File: config.mk
export PLATFORM = sky130hd
export DESIGN_NAME = ssr_regs
export DESIGN_NICKNAME = d
export VERILOG_FILES = /design/src/rtl/ssr_pkg.sv /design/src/rtl/ssr_regs.sv
export SDC_FILE = /design/constraint.sdc
export NUM_CORES = 1
export LEC_CHECK = 0
export BUFFER_PORTS_ARGS = -buffer_cell sky130_fd_sc_hd__buf_2
export CORE_MARGIN = 1
export CORE_UTILIZATION = 40
export DETAILED_ROUTE_END_ITERATION = 10
export SLEW_MARGIN = 15
export SYNTH_ARGS = -nofsm -noshare
export SYNTH_HDL_FRONTEND = slang
export SYNTH_SLANG_ARGS = --single-unit
File: constraint.sdc
create_clock -name pclk -period 2.69 [get_ports pclk]
set_clock_uncertainty 0.1 [all_clocks]
set_input_delay 0.269 -clock pclk [delete_from_list [all_inputs] [get_ports pclk]]
set_output_delay 0.269 -clock pclk [all_outputs]
set_load 0.005 [all_outputs]
File: src/rtl/ssr_pkg.sv
// Package for the status and interrupt-cause register group.
// Assumes an APB slave with 32-bit data and byte addresses.
package ssr_pkg;
    localparam logic [7:0] ADDR_STATUS = 8'h10;
    localparam logic [7:0] ADDR_TARGET_ID = 8'h10;
    localparam logic [7:0] ADDR_IRQ_CAUSE = 8'h14;
    localparam logic [7:0] ADDR_SEL_TIMEOUT = 8'h14;
    localparam logic [7:0] ADDR_STEP = 8'h18;
    localparam logic [7:0] ADDR_CONTROL = 8'h20;
    localparam logic [7:0] ADDR_EVENT = 8'h24;
    localparam logic [7:0] IDX_STATUS = 8'h04;
    localparam logic [7:0] IDX_IRQ_CAUSE = 8'h05;
    localparam logic [7:0] IDX_STEP = 8'h06;
    localparam int CTL_EXT_GROUPS = 0;
    localparam int CTL_PHASE_LATCH = 1;
    localparam int CTL_RESET_REPORT = 2;
    localparam int CTL_INITIATOR = 3;
    localparam int ST_GROUP_KNOWN = 3;
    localparam int IC_BUS_RESET = 7;
    localparam int IC_BAD_OPCODE = 6;
    localparam int IC_LINK_DROPPED = 5;
    localparam int IC_SERVICE_REQ = 4;
    localparam int IC_DONE_OK = 3;
    localparam int IC_RECALLED = 2;
    localparam int IC_CHOSEN_ATN = 1;
    localparam int IC_CHOSEN = 0;
    localparam int STEP_SYNC_OFFSET = 3;
    localparam logic [7:0] STATUS_RESET = 8'h00;
    localparam logic [7:0] IRQ_CAUSE_RESET = 8'h00;
    localparam logic [2:0] STEP_RESET = 3'h0;
    localparam logic [3:0] CONTROL_RESET = 4'h0;
    localparam logic [7:0] TIMEOUT_RESET = 8'h00;
    localparam int PRESCALE_UNIT = 8192;
    localparam logic [2:0] RATIO_RESET = 3'h5;
    localparam logic [2:0] GROUP_TWO = 3'h2;
    localparam logic [2:0] GROUP_THREE = 3'h3;
    localparam logic [2:0] GROUP_FOUR = 3'h4;
    localparam logic [2:0] GROUP_SIX = 3'h6;
    localparam logic [2:0] GROUP_SEVEN = 3'h7;
    localparam logic [3:0] LEN_SIX = 4'h6;
    localparam logic [3:0] LEN_TEN = 4'ha;
    localparam logic [3:0] LEN_TWELVE = 4'hc;

    typedef struct packed {
        logic bus_reset_seen;
        logic bad_opcode;
        logic dropped;
        logic service_req;
        logic done_ok;
        logic recalled;
        logic chosen;
        logic chosen_atn;
    } ssr_event_type;

    typedef struct packed {
        logic known;
        logic vendor;
        logic reserved;
        logic [3:0] length;
    } ssr_cdb_class_type;
endpackage

File: src/rtl/ssr_regs.sv
// Status, interrupt-cause, target-ID, timeout and sequence-step registers.
// Assumes an APB master on pclk; bus signals arrive from pins and are synchronised.
`timescale 1ns/100ps
`default_nettype none
module ssr_regs #(
    parameter int UNIT_CYCLES = ssr_pkg::PRESCALE_UNIT
) (
    // APB
    input wire logic pclk,
    input wire logic presetn,
    input wire logic psel,
    input wire logic penable,
    input wire logic pwrite,
    input wire logic [7:0] paddr,
    input wire logic [31:0] pwdata,
    output logic [31:0] prdata,
    output logic pready,
    output logic pslverr,
    // Sequencer side
    input wire logic soft_reset,
    input wire logic [2:0] clock_ratio,
    input wire logic cdb_valid,
    input wire logic [2:0] cdb_group,
    input wire logic cmd_end,
    input wire logic step_valid,
    input wire logic [2:0] step_code,
    input wire logic sync_offset_full,
    input wire logic sel_start,
    input wire logic sel_done,
    input wire ssr_pkg::ssr_event_type events,
    // Bus pins
    input wire logic [2:0] bus_phase_pin,
    input wire logic bus_reset_pin,
    // Outputs
    output logic [2:0] target_id,
    output logic sel_timeout,
    output ssr_pkg::ssr_cdb_class_type cdb_class
);
    logic [2:0] phase_s1_q, phase_s2_q;
    logic rst_s1_q, rst_s2_q, rst_s3_q;
    logic [7:0] status_q, status_d;
    logic [7:0] cause_q, cause_d;
    logic [2:0] step_q, step_d;
    logic [3:0] ctl_q, ctl_d;
    logic [7:0] tmo_q, tmo_d;
    logic [2:0] phase_hold_q, phase_hold_d;
    logic latched_q, latched_d;
    logic [31:0] prdata_d;
    logic pslverr_d;
    logic [2:0] tid_q, tid_d;
    logic timing_q, timing_d;
    logic [15:0] pre_q, pre_d;
    logic [7:0] wraps_q, wraps_d;
    logic sel_timeout_d;
    ssr_pkg::ssr_cdb_class_type cls, cdb_class_d;
    logic rd, wr, cause_read, bus_reset_rise;
    logic [15:0] pre_limit;
    ssr_pkg::ssr_event_type ev;

    // Pins into the clock domain
    always_ff @(posedge pclk or negedge presetn) begin
        if (!presetn) begin
            phase_s1_q <= 3'h0;
            phase_s2_q <= 3'h0;
            rst_s1_q <= 1'b0;
            rst_s2_q <= 1'b0;
            rst_s3_q <= 1'b0;
        end else begin
            phase_s1_q <= bus_phase_pin;
            phase_s2_q <= phase_s1_q;
            rst_s1_q <= bus_reset_pin;
            rst_s2_q <= rst_s1_q;
            rst_s3_q <= rst_s2_q;
        end
    end

    assign rd = psel && penable && !pwrite;
    assign wr = psel && penable && pwrite;
    assign cause_read = rd && (paddr == ssr_pkg::ADDR_IRQ_CAUSE);
    assign bus_reset_rise = rst_s2_q && !rst_s3_q;
    assign pre_limit = 16'(UNIT_CYCLES * ((clock_ratio == 3'h0) ? 8 : int'(clock_ratio)) - 1);

    // Command group classification
    always_comb begin
        cls = '0;
        cls.length = ssr_pkg::LEN_SIX;
        case (cdb_group)
            ssr_pkg::GROUP_TWO: begin
                if (ctl_q[ssr_pkg::CTL_EXT_GROUPS]) begin
                    cls.known = 1'b1;
                    cls.length = ssr_pkg::LEN_TEN;
                end else begin
                    cls.reserved = 1'b1;
                end
            end
            ssr_pkg::GROUP_THREE, ssr_pkg::GROUP_FOUR: begin
                cls.reserved = 1'b1;
            end
            ssr_pkg::GROUP_SIX: begin
                cls.vendor = 1'b1;
            end
            ssr_pkg::GROUP_SEVEN: begin
                cls.vendor = 1'b1;
                cls.length = ssr_pkg::LEN_TEN;
            end
            3'h1: begin
                cls.known = 1'b1;
                cls.length = ssr_pkg::LEN_TEN;
            end
            3'h5: begin
                cls.known = 1'b1;
                cls.length = ssr_pkg::LEN_TWELVE;
            end
            default: begin
                cls.known = 1'b1;
            end
        endcase
    end

    // Register next values
    always_comb begin
        ev = events;
        ev.bus_reset_seen = bus_reset_rise && ctl_q[ssr_pkg::CTL_RESET_REPORT];
        status_d = status_q;
        cause_d = cause_q;
        step_d = step_q;
        ctl_d = ctl_q;
        tmo_d = tmo_q;
        tid_d = tid_q;
        phase_hold_d = phase_hold_q;
        latched_d = latched_q;
        cdb_class_d = cdb_class;
        if (cause_read) begin
            status_d = ssr_pkg::STATUS_RESET;
            cause_d = ssr_pkg::IRQ_CAUSE_RESET;
            step_d = ssr_pkg::STEP_RESET;
            latched_d = 1'b0;
        end
        if (cmd_end && ctl_q[ssr_pkg::CTL_PHASE_LATCH] && (!latched_q || cause_read)) begin
            latched_d = 1'b1;
            phase_hold_d = phase_s2_q;
        end
        if (cdb_valid) begin
            cdb_class_d = cls;
            if (cls.known) begin
                status_d[ssr_pkg::ST_GROUP_KNOWN] = 1'b1;
            end
        end
        // Events win over a clearing read in the same cycle
        cause_d[ssr_pkg::IC_BUS_RESET] = cause_d[ssr_pkg::IC_BUS_RESET] | ev.bus_reset_seen;
        cause_d[ssr_pkg::IC_BAD_OPCODE] = cause_d[ssr_pkg::IC_BAD_OPCODE] | ev.bad_opcode;
        cause_d[ssr_pkg::IC_LINK_DROPPED] = cause_d[ssr_pkg::IC_LINK_DROPPED] | ev.dropped
            | (timing_q && sel_timeout_d);
        cause_d[ssr_pkg::IC_SERVICE_REQ] = cause_d[ssr_pkg::IC_SERVICE_REQ] | ev.service_req;
        cause_d[ssr_pkg::IC_DONE_OK] = cause_d[ssr_pkg::IC_DONE_OK] | ev.done_ok;
        cause_d[ssr_pkg::IC_RECALLED] = cause_d[ssr_pkg::IC_RECALLED] | ev.recalled;
        cause_d[ssr_pkg::IC_CHOSEN_ATN] = cause_d[ssr_pkg::IC_CHOSEN_ATN] | ev.chosen_atn;
        cause_d[ssr_pkg::IC_CHOSEN] = cause_d[ssr_pkg::IC_CHOSEN] | ev.chosen;
        if (step_valid) begin
            step_d = step_code;
        end
        if (wr) begin
            case (paddr)
                ssr_pkg::ADDR_TARGET_ID: tid_d = pwdata[2:0];
                ssr_pkg::ADDR_SEL_TIMEOUT: tmo_d = pwdata[7:0];
                ssr_pkg::ADDR_CONTROL: ctl_d = pwdata[3:0];
                default: ;
            endcase
        end
        if (soft_reset) begin
            status_d = ssr_pkg::STATUS_RESET;
            cause_d = ssr_pkg::IRQ_CAUSE_RESET;
            step_d = ssr_pkg::STEP_RESET;
            latched_d = 1'b0;
        end
    end

    // Read data decoded in setup so it stands beside pready
    always_comb begin
        prdata_d = 32'h0000_0000;
        pslverr_d = 1'b0;
        if (psel && !penable && !pwrite) begin
            case (paddr)
                ssr_pkg::ADDR_STATUS: begin
                    prdata_d[7:0] = status_q;
                    prdata_d[2:0] = latched_q ? phase_hold_q : phase_s2_q;
                end
                ssr_pkg::ADDR_IRQ_CAUSE: prdata_d[7:0] = cause_q;
                ssr_pkg::ADDR_STEP: begin
                    prdata_d[2:0] = step_q;
                    prdata_d[ssr_pkg::STEP_SYNC_OFFSET] = !sync_offset_full;
                end
                ssr_pkg::ADDR_CONTROL: prdata_d[3:0] = ctl_q;
                default: pslverr_d = 1'b1;
            endcase
        end else if (psel && !penable && pwrite) begin
            case (paddr)
                ssr_pkg::ADDR_TARGET_ID, ssr_pkg::ADDR_SEL_TIMEOUT, ssr_pkg::ADDR_CONTROL: pslverr_d = 1'b0;
                default: pslverr_d = 1'b1;
            endcase
        end
    end

    // Selection timeout prescaler and wrap counter
    always_comb begin
        timing_d = timing_q;
        pre_d = pre_q;
        wraps_d = wraps_q;
        sel_timeout_d = 1'b0;
        if (sel_start) begin
            timing_d = 1'b1;
            pre_d = 16'h0000;
            wraps_d = 8'h00;
        end else if (timing_q) begin
            if (sel_done || soft_reset) begin
                timing_d = 1'b0;
            end else if (pre_q == pre_limit) begin
                pre_d = 16'h0000;
                wraps_d = wraps_q + 8'h01;
                if (wraps_q + 8'h01 == tmo_q) begin
                    sel_timeout_d = 1'b1;
                    timing_d = 1'b0;
                end
            end else begin
                pre_d = pre_q + 16'h0001;
            end
        end
    end

    always_ff @(posedge pclk or negedge presetn) begin
        if (!presetn) begin
            status_q <= ssr_pkg::STATUS_RESET;
            cause_q <= ssr_pkg::IRQ_CAUSE_RESET;
            step_q <= ssr_pkg::STEP_RESET;
            ctl_q <= ssr_pkg::CONTROL_RESET;
            tmo_q <= ssr_pkg::TIMEOUT_RESET;
            phase_hold_q <= 3'h0;
            latched_q <= 1'b0;
            prdata <= 32'h0000_0000;
            pready <= 1'b0;
            pslverr <= 1'b0;
            timing_q <= 1'b0;
            pre_q <= 16'h0000;
            wraps_q <= 8'h00;
            sel_timeout <= 1'b0;
            cdb_class <= '0;
        end else begin
            status_q <= status_d;
            cause_q <= cause_d;
            step_q <= step_d;
            ctl_q <= ctl_d;
            tmo_q <= tmo_d;
            phase_hold_q <= phase_hold_d;
            latched_q <= latched_d;
            prdata <= prdata_d;
            pready <= psel && !penable;
            pslverr <= pslverr_d;
            timing_q <= timing_d;
            pre_q <= pre_d;
            wraps_q <= wraps_d;
            sel_timeout <= sel_timeout_d;
            cdb_class <= cdb_class_d;
        end
    end

    // Target ID keeps its value through every reset
    always_ff @(posedge pclk) begin
        tid_q <= tid_d;
    end
    assign target_id = tid_q;
endmodule
`default_nettype wire

==> impl_metrics.env <==
export IMPL_cts_tree="yes"
export IMPL_wirelength_um=7630
export IMPL_row_count=35
export IMPL_path_class="reg -> reg"
export IMPL_cts_buffers=9
export IMPL_clk_insertion_delay_late_ns=0.34
export IMPL_drtIter0Drc=69
export IMPL_fmax_ghz=0.424
export IMPL_fin_util_pct=49.0
export IMPL_syn_instance_count=383
export IMPL_power_switching_mw=0.592
export IMPL_die_x_um=101
export IMPL_ys_ff_latch=82
export IMPL_floorplan_initialDensity_pct=42.0
export IMPL_setup_ws_ns=0.330
export IMPL_setup_viol_count_final=0
export IMPL_cts_buffer_depth=2
export IMPL_ir_drop_uv=215
export IMPL_root_buffer="sky130_fd_sc_hd__clkbuf_8"
export IMPL_initial_antenna_violation_count=0
export IMPL_timing_max_slew_rel_slack_pct=33.8
export IMPL_gr_total_overflow=0
export IMPL_gr_usage_all_layers_pct=16.4
export IMPL_synthArstFlopShare_pct=96.3
export IMPL_cp_required_ns=2.86
export IMPL_design_die_area_um2=10300
export IMPL_layout_worst_path_cycle_share_pct=87.7
export IMPL_worstPathArrival_ns=2.53
export IMPL_drtPass1Iterations=4
export IMPL_power_internal_mw=1.76
export IMPL_post_route_drc_count=0
export IMPL_timing_hold_ws_ns=-0.0388
export IMPL_yosys_most_used_dff="sky130_fd_sc_hd__dfrtp_1"
export IMPL_setup_repair_after_global_routing_missed_its_margin="false"
export IMPL_layout_filler_cells=884
export IMPL_area_delta_synth_final_pct=16.7
export IMPL_io_pin_count=118
export IMPL_antenna_cells=0
export IMPL_finalHoldViolations=38
export IMPL_h_tree_depth=3
export IMPL_synth_top_cells_by_area="sky130_fd_sc_hd__dfrtp_1, sky130_fd_sc_hd__buf_4, sky130_fd_sc_hd__nor2_1"
export IMPL_critical_path_startpoint_category="register"
export IMPL_leakage_nw=2.18
export IMPL_cp_max_fo=5
export IMPL_period_needed_ns=2.36
export IMPL_sequentialPowerShare_pct=55.1
export IMPL_power_frac_comb_pct=8.1
export IMPL_detailroute_via_count=2890
export IMPL_routed_wire_length_per_instance_um=12.8
export IMPL_status="finished with violations"
export IMPL_clkSlewWorstSetupHoldPaths_ns=0.09
export IMPL_hp_class="in -> async"
export IMPL_die_height_um=101
export IMPL_synth_lib_cells_used_distinct=48
export IMPL_mappedNetlistArea_um2=3960
export IMPL_synth_enable_flop_cells=3
export IMPL_power_per_cell_area_nw_per_um2=508
export IMPL_dp_worst_setup_slack_ns=0.252
export IMPL_worst_slew_pin_transition_ns=0.993
export IMPL_violated_checks="negative hold slack"
export IMPL_total_half_perimeter_wirelength_after_legalization_and_detailed_placement_um=5590
export IMPL_rr_worst_depth=6
export IMPL_final_max_slew_violation_count=0
export IMPL_fraction_of_layout_cells_with_a_size_suffix_above_1_pct=24.2
export IMPL_yosysSeqAreaShare_pct=52.3
export IMPL_placeableCoreArea_um2=9420
export IMPL_post_layout_total_power_mw=2.35
export IMPL_gpl_final_weighted_congestion=0.787
export IMPL_final_nets=539
export IMPL_route_detailed_vias_per_inst=4.85
export IMPL_average_footprint_of_a_synthesized_cell_um2=10.3
export IMPL_ys_warn_count=0
export IMPL_global_route_wire_length_before_repair_um=13000
export IMPL_setup_tns_final_ns=0
export IMPL_p_sw_share_pct=25.2
export IMPL_crit_path_end_kind="register"
export IMPL_largest_net_degree_at_the_start_of_global_routing=80
export IMPL_power_frac_clock_pct=36.9
export IMPL_max_cap_viol_count=0
export IMPL_port_buffer_count=67
export IMPL_yosysTopAreaCellShare_pct=50.0
export IMPL_first_global_vias=2793
export IMPL_synth_top_cell_by_area="sky130_fd_sc_hd__dfrtp_1"
export IMPL_route_antenna_remaining_nets=0
export IMPL_cts_sink_count=82
==> cells in the final DEF (no fill, tap or decap), drive strengths merged, types with 3 or more instances in the layout <==
cell type and instances:
dfrtp 79, ha 4, clkbuf 10, dlygate4sd3 4, a21oi 28, nand2 29, xor2 16, nor2 42
edfxtp 3, a22oi 4, nand2b 8, nor4b 3, mux2 16, and2 5, xnor2 13, conb 25
nor3 8, or3 7, inv 14, nand3b 4, mux2i 8, nand3 15, nand4 8, buf 76
o21ai 11
==> flip-flops by register name (all words and copies together), names as in the netlist <==
signal and count:
phase_s1_q 3, pready 1, cause_q 8, rst_s2_q 1, target_id 3, timing_q 1
phase_hold_q 3, sel_timeout 1, prdata 8, pre_q 16, status_q 1, rst_s3_q 1
cdb_class 6, tmo_q 8, latched_q 1, rst_s1_q 1, pslverr 1, wraps_q 8
ctl_q 4, phase_s2_q 3, step_q 3
==> power by group through the flow <==
stage | logic, mW | clock network [mW] | registers (mW)
after global placement | 0.185 | 0 | 1.32
after floorplan | 0.115 | 0 | 1.31
after CTS | 0.193 | 0.895 | 1.29
after global routing | 0.217 | 0.956 | 1.30
after detailed placement | 0.188 | 0 | 1.32
final | 0.189 | 0.866 | 1.29
==> cell usage after synthesis (2+ instances only) <==
library cell / number
sky130_fd_sc_hd__dfrtp_1: 79
sky130_fd_sc_hd__nor2_1: 41
sky130_fd_sc_hd__nand2_1: 29
sky130_fd_sc_hd__a21oi_1: 28
sky130_fd_sc_hd__buf_4: 25
sky130_fd_sc_hd__xor2_1: 16
sky130_fd_sc_hd__nand3_1: 15
sky130_fd_sc_hd__mux2_2: 13
sky130_fd_sc_hd__xnor2_1: 13
sky130_fd_sc_hd__inv_1: 11
sky130_fd_sc_hd__o21ai_0: 11
sky130_fd_sc_hd__clkbuf_1: 10
sky130_fd_sc_hd__mux2i_1: 8
sky130_fd_sc_hd__nand2b_1: 8
sky130_fd_sc_hd__nand4_1: 8
sky130_fd_sc_hd__nor3_1: 8
sky130_fd_sc_hd__or3_1: 7
sky130_fd_sc_hd__and2_1: 5
sky130_fd_sc_hd__a22oi_1: 4
sky130_fd_sc_hd__ha_1: 4
sky130_fd_sc_hd__edfxtp_1: 3
sky130_fd_sc_hd__mux2_4: 3
sky130_fd_sc_hd__nand3b_1: 3
sky130_fd_sc_hd__nor4b_1: 3
sky130_fd_sc_hd__and4_1: 2
sky130_fd_sc_hd__o21a_1: 2
sky130_fd_sc_hd__o22ai_1: 2
sky130_fd_sc_hd__or2_2: 2
==> logic make-up after synthesis <==
group	share of synthesized area (%)
multiplexers	6.86
AO/OA/AOI/OAI	8.23
adder cells (fa/ha/maj)	1.27
buffers and inverters	6.86
flip-flops	52.3
other	0.0948
AND/OR/NAND/NOR	18.0
XOR/XNOR	6.42
==> repair_timing <==
action                    4_1_cts  5_1_grt
hold buffers                    4        0
resized for setup               0        0
hold endpoints to repair        4        0
buffers inserted                0        0
==> worst paths after layout <==
| path | startpoint | end | slack, ns |
|---|---|---|---|
| hold reg to reg | rst_s1_q$_DFF_PN0_ | rst_s2_q$_DFF_PN0_ | 0.25 |
| setup reg to reg | wraps_q[2]$_DFFE_PN0P_ | cause_q[5]$_DFF_PN0_ | 0.33 |
| setup / recovery | wraps_q[2]$_DFFE_PN0P_ | cause_q[5]$_DFF_PN0_ | 0.33 |
| max in group asynchronous | presetn | pre_q[4]$_DFFE_PN0P_ | 1.85 |
| hold / removal | presetn | cdb_class[4]$_DFFE_PN0P_ | -0.04 |
| min in group pclk | pwdata[1] | target_id[1]$_DFFE_PP_ | 0.03 |
==> routing by layer <==
| layer | part of all wire (%) | wire length [µm] | GRT usage, % |
|---|---|---|---|
| met2 | 48 | 3630 | 27.2 |
| met1 | 48 | 3650 | 21.7 |
| met3 | 3.1 | 236 | 2.48 |
| met4 | 1.5 | 112 | 6.02 |
| met5 | 0 | 0 | 0 |
==> through the flow <==
stage / area, µm² / hold WS (ns) / instances
after detailed placement: 4380 / 0.235 / 576
after global placement: 4380 / 0.235 / 576
after global routing: 4620 / 0.0165 / 596
after CTS: 4620 / 0.0202 / 596
final: 4620 / -0.0388 / 596
after floorplan: 4050 / -0.127 / 407
==> critical path, cell delays in order, from the launching register on <==
cell                       delay, ns
sky130_fd_sc_hd__dfrtp_1        0.47
sky130_fd_sc_hd__nand3_1        0.21
sky130_fd_sc_hd__or3_1          0.44
sky130_fd_sc_hd__xnor2_1        0.19
sky130_fd_sc_hd__o211ai_1       0.14
sky130_fd_sc_hd__or4_1          0.60
sky130_fd_sc_hd__a21oi_1        0.15
==> layout make-up <==
type	instances	area [µm²]	share of cell area (%)
clock buffers	10	149	3.22
clock inverters	6	46.3	1.00
inverters	11	41.3	0.894
flip-flops and latches	82	2070	44.8
multi-input cells	278	1710	37.0
well taps	129	161	3.50
repair buffers	80	445	9.65
Power figures use the tool's default switching activity.
